==> config.mk <==
export PLATFORM = sky130hd
export DESIGN_NAME = t3pb_timer
export DESIGN_NICKNAME = d
export VERILOG_FILES = /design/src/t3pb_pkg.sv /design/src/t3pb_timer.sv
export SDC_FILE = /design/constraint.sdc
export NUM_CORES = 1
export LEC_CHECK = 0
export ABC_AREA = 1
export BUFFER_PORTS_ARGS = -buffer_cell sky130_fd_sc_hd__buf_2
export CAP_MARGIN = 20
export CORE_UTILIZATION = 51
export CTS_CLUSTER_DIAMETER = 150
export CTS_CLUSTER_SIZE = 24
export DETAILED_ROUTE_END_ITERATION = 8
export GPL_TIMING_DRIVEN = 0
export PLACE_DENSITY = 0.75
export SLEW_MARGIN = 5
export SYNTH_ARGS = -nofsm -noshare
export SYNTH_HDL_FRONTEND = slang
export SYNTH_SLANG_ARGS = --single-unit
==> constraint.sdc <==
create_clock -name pclk -period 2.6 [get_ports pclk]
set_clock_uncertainty 0.15 [all_clocks]
set_input_delay 0.39 -clock pclk [delete_from_list [all_inputs] [get_ports pclk]]
set_output_delay 0.39 -clock pclk [all_outputs]
set_load 0.03 [all_outputs]
==> src/t3pb_pkg.sv <==
// Behaviour
// - Counter moves only while the run enable bit is one; otherwise it holds.
// - Non-stop, no reload: count to zero, then load 0x3ff and keep counting.
// - Non-stop with reload: on underflow load the 10-bit reload value.
// - One-shot: count once from the initial value to zero, then stop.
// - High-oscillator select set: timer and PWM run from the high oscillator.
// - High-oscillator select clear: clock source follows the source select bit.
// - Source select one picks the external pin, zero the instruction clock.
// - External clock: falling edge counts when edge bit is one, else rising.
// - Polarity bit one drives the PWM active low, zero active high.
// - PWM enable routes the waveform to the shared pin, else plain GPIO.
// - Prescaler divides by two to the power of select plus one.
// - Prescaler enable is active low: zero uses it, one bypasses it.
// - High oscillator and extend bit set: duty grows by half a clock; the code holds the output one more pclk cycle instead.
// - Frame period from the 10-bit reload, duty from a separate 10-bit value.
// - Reading the prescaler count register returns the live prescaler count.
// - Buzzer codes 0-7 take prescaler taps, codes 8-15 timer bits 0-7.
// - Buzzer output runs only while the buzzer enable bit is one.
// - Count register write loads reload and counter from byte plus high bits.
// - External clock comes in on a shared port A pin.
package t3pb_pkg;
   // Register indices; byte address is four times the index
   localparam logic [5:0] IDX_COUNT = 6'h10;
   localparam logic [5:0] IDX_CTL1 = 6'h11;
   localparam logic [5:0] IDX_CTL2 = 6'h12;
   localparam logic [5:0] IDX_DUTY = 6'h13;
   localparam logic [5:0] IDX_PSCV = 6'h14;
   localparam logic [5:0] IDX_BUZZ = 6'h15;
   localparam logic [5:0] IDX_HIGH = 6'h16;
   // Control one fields
   localparam int C1_RUN = 0;
   localparam int C1_RELOAD = 1;
   localparam int C1_ONESHOT = 2;
   localparam int C1_HOSC = 3;
   localparam int C1_ACTLOW = 6;
   localparam int C1_PWMEN = 7;
   localparam logic [7:0] C1_MASK = 8'hcf;
   // Control two fields
   localparam int C2_SEL_LSB = 0;
   localparam int C2_PSDIS_N = 3;
   localparam int C2_EDGE = 4;
   localparam int C2_EXTSRC = 5;
   localparam int C2_HALFEXT = 6;
   localparam logic [7:0] C2_READ_MASK = 8'h3f;
   // Buzzer control and high bits
   localparam int BZ_EN = 7;
   localparam logic [7:0] BZ_MASK = 8'h8f;
   localparam int HI_PER_LSB = 4;
   localparam int HI_DUTY_LSB = 0;
   localparam logic [7:0] HI_MASK = 8'h33;
   // Values after reset, then the no-reload wrap value
   localparam logic [7:0] RST_CTL1 = 8'h00;
   localparam logic [7:0] RST_CTL2 = 8'h3f;
   localparam logic [7:0] RST_BUZZ = 8'h0f;
   localparam logic [7:0] RST_PSCV = 8'hff;
   localparam logic [9:0] WRAP_VALUE = 10'h3ff;

   typedef struct packed {
      logic psel;
      logic penable;
      logic pwrite;
      logic [7:0] paddr;
      logic [31:0] pwdata;
   } t3pb_apb_req_t;

   typedef struct packed {
      logic pready;
      logic [31:0] prdata;
      logic pslverr;
   } t3pb_apb_rsp_t;
endpackage : t3pb_pkg

==> src/t3pb_timer.sv <==
// Chosen here: register access over APB.
`timescale 1ns/1ps
module t3pb_timer (
   input wire logic pclk,
   input wire logic presetn,
   input wire logic ce,
   input wire t3pb_pkg::t3pb_apb_req_t apb_req,
   output t3pb_pkg::t3pb_apb_rsp_t apb_rsp,
   input wire logic instr_tick,
   input wire logic hosc_tick,
   input wire logic port_a_pin_one_i,
   input wire logic gpio_a2_out,
   input wire logic gpio_a2_oe,
   output logic port_a_pin_two_o,
   output logic port_a_pin_two_oe,
   output logic buzzer_o
);
   import t3pb_pkg::*;

   typedef struct packed {
      logic [7:0] ctl1;
      logic [7:0] ctl2;
      logic [7:0] duty_lo;
      logic [7:0] buzz;
      logic [7:0] high;
      logic [9:0] cnt;
      logic [9:0] rld;
      logic [7:0] ps;
      logic stop;
      logic ext_s1;
      logic ext_s2;
      logic ext_s3;
      logic raw_q;
      logic pwm_q;
      logic buzz_q;
      logic [31:0] prdata;
      logic perr;
   } t3pb_state_t;

   t3pb_state_t q;
   t3pb_state_t d;

   logic setup;
   logic wr;
   logic hit;
   logic [7:0] rdval;
   logic [5:0] idx;
   logic ext_edge;
   logic src_tick;
   logic [7:0] ps_mask;
   logic pre_tick;
   logic tick;
   logic wr_count;
   logic [9:0] duty10;
   logic [9:0] elapsed;
   logic raw;
   logic tap;

   assign idx = apb_req.paddr[7:2];
   assign setup = apb_req.psel & ~apb_req.penable;
   // Freezing the clock enable also stalls the bus, so no write is lost
   assign wr = apb_req.psel & apb_req.penable & apb_req.pwrite & ce;
   assign wr_count = wr & (idx == IDX_COUNT);

   always_comb begin
      hit = 1'b1;
      case (idx)
         IDX_COUNT: rdval = q.cnt[7:0];
         IDX_CTL1: rdval = q.ctl1;
         IDX_CTL2: rdval = q.ctl2 & C2_READ_MASK;
         IDX_PSCV: rdval = q.ps;
         IDX_HIGH: rdval = q.high;
         IDX_DUTY: rdval = 8'h00;
         IDX_BUZZ: rdval = 8'h00;
         default: begin
            rdval = 8'h00;
            hit = 1'b0;
         end
      endcase
   end

   // Edge found on the second and third stages, never the first
   assign ext_edge = q.ctl2[C2_EDGE] ? (q.ext_s3 & ~q.ext_s2)
                                     : (~q.ext_s3 & q.ext_s2);

   always_comb begin
      if (q.ctl1[C1_HOSC]) begin
         src_tick = hosc_tick;
      end else if (q.ctl2[C2_EXTSRC]) begin
         src_tick = ext_edge;
      end else begin
         src_tick = instr_tick;
      end
   end

   // Low select-plus-one bits all ones marks the divided tick
   assign ps_mask = 8'((9'h002 << q.ctl2[C2_SEL_LSB +: 3]) - 9'h001);
   assign pre_tick = src_tick & ((q.ps & ps_mask) == ps_mask);
   assign tick = q.ctl2[C2_PSDIS_N] ? src_tick : pre_tick;

   assign duty10 = {q.high[HI_DUTY_LSB +: 2], q.duty_lo};
   assign elapsed = q.rld - q.cnt;
   assign raw = elapsed < duty10;

   assign tap = q.buzz[3] ? q.cnt[q.buzz[2:0]] : q.ps[q.buzz[2:0]];

   always_comb begin
      d = q;
      d.ext_s1 = port_a_pin_one_i;
      d.ext_s2 = q.ext_s1;
      d.ext_s3 = q.ext_s2;
      if (setup) begin
         d.prdata = {24'h000000, rdval};
         d.perr = ~hit;
      end
      if (wr) begin
         case (idx)
            IDX_CTL1: d.ctl1 = apb_req.pwdata[7:0] & C1_MASK;
            IDX_CTL2: d.ctl2 = apb_req.pwdata[7:0] & 8'h7f;
            IDX_DUTY: d.duty_lo = apb_req.pwdata[7:0];
            IDX_BUZZ: d.buzz = apb_req.pwdata[7:0] & BZ_MASK;
            IDX_HIGH: d.high = apb_req.pwdata[7:0] & HI_MASK;
            default: d.perr = q.perr;
         endcase
      end
      if (src_tick && !q.ctl2[C2_PSDIS_N]) begin
         d.ps = q.ps + 8'h01;
      end
      if (wr_count) begin
         d.rld = {q.high[HI_PER_LSB +: 2], apb_req.pwdata[7:0]};
         d.cnt = {q.high[HI_PER_LSB +: 2], apb_req.pwdata[7:0]};
         d.stop = 1'b0;
      end else if (tick && q.ctl1[C1_RUN] && !q.stop) begin
         if (q.cnt != 10'h000) begin
            d.cnt = q.cnt - 10'h001;
         end else if (q.ctl1[C1_ONESHOT]) begin
            d.stop = 1'b1;
         end else if (q.ctl1[C1_RELOAD]) begin
            d.cnt = q.rld;
         end else begin
            d.cnt = WRAP_VALUE;
         end
      end
      d.raw_q = raw;
      // Half-clock stretch approximated by holding one more pclk cycle
      d.pwm_q = (raw | (q.ctl1[C1_HOSC] & q.ctl2[C2_HALFEXT] & q.raw_q))
                ^ q.ctl1[C1_ACTLOW];
      d.buzz_q = q.buzz[BZ_EN] & tap;
   end

   always_ff @(posedge pclk or negedge presetn) begin
      if (!presetn) begin
         q <= '0;
         q.ctl1 <= RST_CTL1;
         q.ctl2 <= RST_CTL2;
         q.buzz <= RST_BUZZ;
         q.ps <= RST_PSCV;
      end else if (ce) begin
         q <= d;
      end
   end

   assign apb_rsp.pready = ce;
   assign apb_rsp.prdata = q.prdata;
   assign apb_rsp.pslverr = q.perr;
   assign port_a_pin_two_o = q.ctl1[C1_PWMEN] ? q.pwm_q : gpio_a2_out;
   assign port_a_pin_two_oe = q.ctl1[C1_PWMEN] | gpio_a2_oe;
   assign buzzer_o = q.buzz_q;

   logic quiet;
   assign quiet = ce & ~wr_count;

   property p_hold;
      @(posedge pclk) disable iff (!presetn)
      (quiet && !q.ctl1[C1_RUN]) |=> (q.cnt == $past(q.cnt));
   endproperty
   a_hold: assert property (p_hold) else $error("counter moved while stopped");

   property p_dec;
      @(posedge pclk) disable iff (!presetn)
      (quiet && tick && q.ctl1[C1_RUN] && !q.stop && q.cnt != 10'h000)
      |=> (q.cnt == $past(q.cnt) - 10'h001);
   endproperty
   a_dec: assert property (p_dec) else $error("counter did not step down");

   property p_wrap;
      @(posedge pclk) disable iff (!presetn)
      (quiet && tick && q.ctl1[C1_RUN] && !q.stop && q.cnt == 10'h000
       && !q.ctl1[C1_ONESHOT] && !q.ctl1[C1_RELOAD]) |=> (q.cnt == 10'h3ff);
   endproperty
   a_wrap: assert property (p_wrap) else $error("no wrap to 0x3ff");

   property p_reload;
      @(posedge pclk) disable iff (!presetn)
      (quiet && tick && q.ctl1[C1_RUN] && !q.stop && q.cnt == 10'h000
       && !q.ctl1[C1_ONESHOT] && q.ctl1[C1_RELOAD]) |=> (q.cnt == $past(q.rld));
   endproperty
   a_reload: assert property (p_reload) else $error("reload value not loaded");

   property p_oneshot;
      @(posedge pclk) disable iff (!presetn)
      (quiet && tick && q.ctl1[C1_RUN] && q.cnt == 10'h000 && q.ctl1[C1_ONESHOT])
      |=> (q.stop && q.cnt == 10'h000);
   endproperty
   a_oneshot: assert property (p_oneshot) else $error("one-shot kept counting");

   property p_load;
      @(posedge pclk) disable iff (!presetn)
      wr_count |=> (q.cnt == q.rld && q.cnt[7:0] == $past(apb_req.pwdata[7:0]));
   endproperty
   a_load: assert property (p_load) else $error("count write not loaded");

   property p_gpio;
      @(posedge pclk) disable iff (!presetn)
      !q.ctl1[C1_PWMEN] |-> (port_a_pin_two_o == gpio_a2_out
                              && port_a_pin_two_oe == gpio_a2_oe);
   endproperty
   a_gpio: assert property (p_gpio) else $error("pin not left to GPIO");

   property p_buzz_off;
      @(posedge pclk) disable iff (!presetn)
      (ce && !q.buzz[BZ_EN]) |=> !buzzer_o;
   endproperty
   a_buzz_off: assert property (p_buzz_off) else $error("buzzer on while disabled");

   property p_pscv;
      @(posedge pclk) disable iff (!presetn)
      (ce && setup && idx == IDX_PSCV) |=> (apb_rsp.prdata[7:0] == $past(q.ps));
   endproperty
   a_pscv: assert property (p_pscv) else $error("prescaler read wrong");

   property p_polarity;
      @(posedge pclk) disable iff (!presetn)
      (ce && !q.ctl2[C2_HALFEXT]) |=>
      (q.pwm_q == ($past(raw) ^ $past(q.ctl1[C1_ACTLOW])));
   endproperty
   a_polarity: assert property (p_polarity) else $error("PWM polarity wrong");

   property p_bypass;
      @(posedge pclk) disable iff (!presetn)
      (ce && q.ctl2[C2_PSDIS_N]) |=> (q.ps == $past(q.ps));
   endproperty
   a_bypass: assert property (p_bypass) else $error("prescaler ran while off");

   property p_stop_hold;
      @(posedge pclk) disable iff (!presetn)
      (quiet && q.stop) |=> (q.cnt == 10'h000);
   endproperty
   a_stop_hold: assert property (p_stop_hold) else $error("stopped counter moved");

   property p_hosc_src;
      @(posedge pclk) disable iff (!presetn)
      q.ctl1[C1_HOSC] |-> (src_tick == hosc_tick);
   endproperty
   a_hosc_src: assert property (p_hosc_src) else $error("high osc not used");

   property p_instr_src;
      @(posedge pclk) disable iff (!presetn)
      (!q.ctl1[C1_HOSC] && !q.ctl2[C2_EXTSRC]) |-> (src_tick == instr_tick);
   endproperty
   a_instr_src: assert property (p_instr_src) else $error("instr clock not used");

   // Edges are judged from the synchroniser, never from the raw pin
   property p_ext_rise;
      @(posedge pclk) disable iff (!presetn)
      (!q.ctl1[C1_HOSC] && q.ctl2[C2_EXTSRC] && !q.ctl2[C2_EDGE]
       && q.ext_s2 && !q.ext_s3) |-> src_tick;
   endproperty
   a_ext_rise: assert property (p_ext_rise) else $error("rising pin edge missed");

   property p_ext_fall;
      @(posedge pclk) disable iff (!presetn)
      (!q.ctl1[C1_HOSC] && q.ctl2[C2_EXTSRC] && q.ctl2[C2_EDGE]
       && !q.ext_s2 && q.ext_s3) |-> src_tick;
   endproperty
   a_ext_fall: assert property (p_ext_fall) else $error("falling pin edge missed");

   property p_div_full;
      @(posedge pclk) disable iff (!presetn)
      (!q.ctl2[C2_PSDIS_N] && q.ctl2[C2_SEL_LSB +: 3] == 3'h7 && tick)
      |-> (q.ps == 8'hff);
   endproperty
   a_div_full: assert property (p_div_full) else $error("divide by 256 wrong");

   property p_extend;
      @(posedge pclk) disable iff (!presetn)
      (ce && q.ctl1[C1_HOSC] && q.ctl2[C2_HALFEXT] && q.raw_q)
      |=> (q.pwm_q != $past(q.ctl1[C1_ACTLOW]));
   endproperty
   a_extend: assert property (p_extend) else $error("duty not extended");

   property p_pwm_pin;
      @(posedge pclk) disable iff (!presetn)
      q.ctl1[C1_PWMEN] |-> (port_a_pin_two_o == q.pwm_q && port_a_pin_two_oe);
   endproperty
   a_pwm_pin: assert property (p_pwm_pin) else $error("PWM not on pin");

   // At frame start the output is active exactly when the duty is nonzero
   property p_frame_start;
      @(posedge pclk) disable iff (!presetn)
      (q.rld == q.cnt) |-> (raw == (duty10 != 10'h000));
   endproperty
   a_frame_start: assert property (p_frame_start) else $error("frame start wrong");

   property p_tap_cnt;
      @(posedge pclk) disable iff (!presetn)
      (ce && q.buzz[BZ_EN] && q.buzz[3]) |=> (buzzer_o == $past(q.cnt[q.buzz[2:0]]));
   endproperty
   a_tap_cnt: assert property (p_tap_cnt) else $error("buzzer timer tap wrong");

   property p_tap_ps;
      @(posedge pclk) disable iff (!presetn)
      (ce && q.buzz[BZ_EN] && !q.buzz[3]) |=> (buzzer_o == $past(q.ps[q.buzz[2:0]]));
   endproperty
   a_tap_ps: assert property (p_tap_ps) else $error("buzzer prescaler tap wrong");
endmodule : t3pb_timer

==> summary.md <==
| Metric | Value |
|---|---|
| Final min period | `2930 ps` |
| Post-synth EDFFs | `0` |
| Starting DRT DRC Count | `265` |
| Fillcell total | `841` |
| Number of global-route vias before repair | `4,107` |
| Post-synthesis register bit count | `74` |
| Global-route wire length before repair | `20,420 um` |
| Crit-path slowest cell | `dfrtp_2` |
| Layout Nets | `802` |
| Root Driver | `clkbuf_8` |
| Area delta synth->final | `18.39%` |
| Overall Global Routing Usage | `26.81%` |
| Number of antenna violations at the first check in global routing | `0` |
| Hold WS | `89.42 ps` |
| Vias/cell | `5.125` |
| CP Launch Type | `flop` |
| Dominant cell type by area after synthesis | `dfrtp_1` |
| Worst vdd ir | `0.0002794 V` |
| CTS buffer count | `9` |
| Final WS setup | `-330.2 ps` |
| Area contributors post-synth | `dfrtp_1 29%, nand2_1 13%, dfstp_2 9.7%` |
| Max-Cap Viols | `0` |
| Site Rows | `35` |
| Setup TNS | `-503.4 ps` |
| Max-slew violations | `0` |
| Clock latency on the worst-skew pair | `350 ps` |
| Hold Vio Cnt, Final | `0` |
| Clk buf depth | `2` |
| Crit end category | `flop` |
| Vias | `4,423` |
| Synthesized area | `4878 um^2` |
| Pin count of the biggest net entering global routing | `45` |
| Power Density | `573.7 nW/um^2` |
| Crit-path most repeated cell | `nand2_1` |
| Max incr delay on CP | `390 ps` |
| # IOs | `88` |
| CTS tree | `built` |
| WP data arrival | `3020 ps` |
| Crit-path cells | `inv_1, ha_4, inv_1, nor4_2, nand2_1, o311ai_0, xor2_1, ha_1, nand2_1, nor2_2, nand2_1, o211ai_1, nand3b_1, nand3_1, nand2_1` |
| Drt pass-1 iters | `5` |
| Violated checks | `setup timing` |
| Unrepaired setup endpoints after global routing | `true` |
| Max FO, Critical Path | `5` |
| DP Wirelength | `9603 um` |
| Die area | `9961 um^2` |
| Routability Congestion | `0.9330` |
| Clock sink count | `74` |
| Final ANT Viol Nets | `0` |
| # diodes | `0` |
| DRT Wirelength | `12,670 um` |
| Avg Cell Area, Syn | `7.552 um^2` |
| Wire length per cell | `14.68 um` |
| Synth Instances | `646` |
| Maximum clock frequency | `0.3413 GHz` |
| Sequential share of the synthesized area | `38.42%` |
| Synth Flop Type | `dfrtp_1` |
| Worst Path Class, Setup | `reg2reg` |
| Core ar. | `9240 um^2` |
| H-tree depth | `3` |
| Synth cell types | `42` |
| Lkg Pwr | `2.778 nW` |
| Yosys top cell area share | `28.73%` |
| Crit share post-route | `112.7%` |
| FFs w/ async S/R, synth | `100.0%` |
| IO Port Bufs | `37` |
| Horiz. Die Dim | `99.81 um` |
| Layout cells sized above 1 | `24.25%` |
| Clock transition at the registers of the reported paths | `80 ps` |
| Remaining Overflow, GRT | `0` |
| Yosys warns | `0` |
| Dpl ws | `-496.0 ps` |
| Starting density of the core | `52.80%` |
| Req. time, crit path | `2690 ps` |
| Die Y-Extent | `99.81 um` |
| Status | `finished with violations` |
| Setup-failing EPs final | `2` |
| HP Class | `in2reg` |
| DRC violations left | `0` |
-- critical path: cells and delay by family (launching register included) --
| kind | cells | cell delay [ps] |
|---|---|---|
| and+or+nand+nor | 8 | 920 |
| adders and majority gates | 2 | 610 |
| AOI/OAI and AO/OA | 2 | 420 |
| DFF | 1 | 390 |
| buffers and inverters | 2 | 200 |
| xor gates and xnor gates | 1 | 120 |
-- what timing repair did --
action,CTS,global route
gates cloned,0,0
endpoints found under the setup margin,2,2
resized for setup,14,9
pin swaps,3,6
hold endpoints to repair,23,0
hold buffers,1,0
setup buffers,6,4
-- area by class of cell --
cell class / count / area [um^2] / area share (%)
Clock buffer: 12 / 165.2 / 2.860
Sequential cell: 74 / 1882 / 32.58
Clock inverter: 4 / 72.57 / 1.256
Buffer: 47 / 331.6 / 5.741
Inverter: 89 / 339.1 / 5.871
Multi-Input combinational cell: 459 / 2531 / 43.83
Timing Repair Buffer: 49 / 292.8 / 5.069
Tap cell: 129 / 161.4 / 2.795
-- final timing paths --
check	cells past startpoint	slack [ps]	startpoint	endpoint
max	15	-330	q[62]	q[34]
min in group asynchronous	2	370	presetn	q[48]
min reg2reg	2	340	apb_rsp[7]	apb_rsp[7]
min	3	90	port_a_pin_one_i	d[37]
max in group asynchronous	3	1310	presetn	q[79]
max reg2reg	15	-330	q[62]	q[34]
-- state kept, by name (all words and copies together), names as in the netlist --
register	flops
q	52
duty10	10
apb_rsp	9
d	2
buzzer_o	1
-- power by group --
part,internal [mW],switching (mW)
combinational,0.323,0.557
sequential,1.29,0.0844
clock,0.618,0.439
total,2.23,1.08
-- layer usage --
metal	track usage, %	vias up	wire [um]
li1	-	2200	-
met1	36.47	2050	5715
met2	44.40	148	6014
met3	3.273	25	647
met4	9.276	0	294
met5	0	-	0
-- cells in the final DEF, fill, tap and decap left out, types with 8 or more instances in the layout --
cell type and count:
dfstp_2 18, buf_2 40, conb_1 24, nor2_1 30
inv_1 75, o21ai_0 69, nand2_1 167, nand2_2 8
a21oi_1 26, nand3_1 34, inv_2 10, clkbuf_8 12
dfrtp_1 50, buf_4 47, xor2_1 17, ha_1 16
-- Yosys cell counts, drive strengths merged, types with 2 or more instances --
cell type    n
nand3       40
clkbuf       5
nand3b       2
ha          21
dfrtp       56
nor3         4
dfstp       18
nor2        36
nor4         2
clkinv       2
nand4        8
a21oi       29
o21ai       74
xnor2        2
xor2        17
o22ai        6
nand2      175
buf         42
o211ai       7
inv         87
o21bai       2
a31oi        2
-- cell families (layout without fill, tap and decap cells) --
logic type	Yosys count	count (layout)	share of synthesized area, %
other	1	24	0.07687
flip-flops	74	74	38.42
XOR/XNOR	19	19	3.411
buffers and inverters	136	201	13.64
AO/OA/AOI/OAI	126	126	14.06
AND/OR/NAND/NOR	268	268	24.60
adder cells (fa/ha/maj)	22	22	5.796
-- metrics by stage --
stage | cell area [um^2] | power, mW | util, % | cells
2_1_floorplan | 4990 | 1.995 | - | 669
3_3_place_gp | 5336 | 2.198 | 57.75 | 835
3_5_place_dp | 5359 | 2.223 | 58.00 | 836
4_1_cts | 5710 | 3.298 | 61.80 | 859
5_1_grt | 5776 | 3.485 | 62.51 | 863
6_report | 5776 | 3.313 | 62.51 | 863
(Power assumes the default switching activity.)
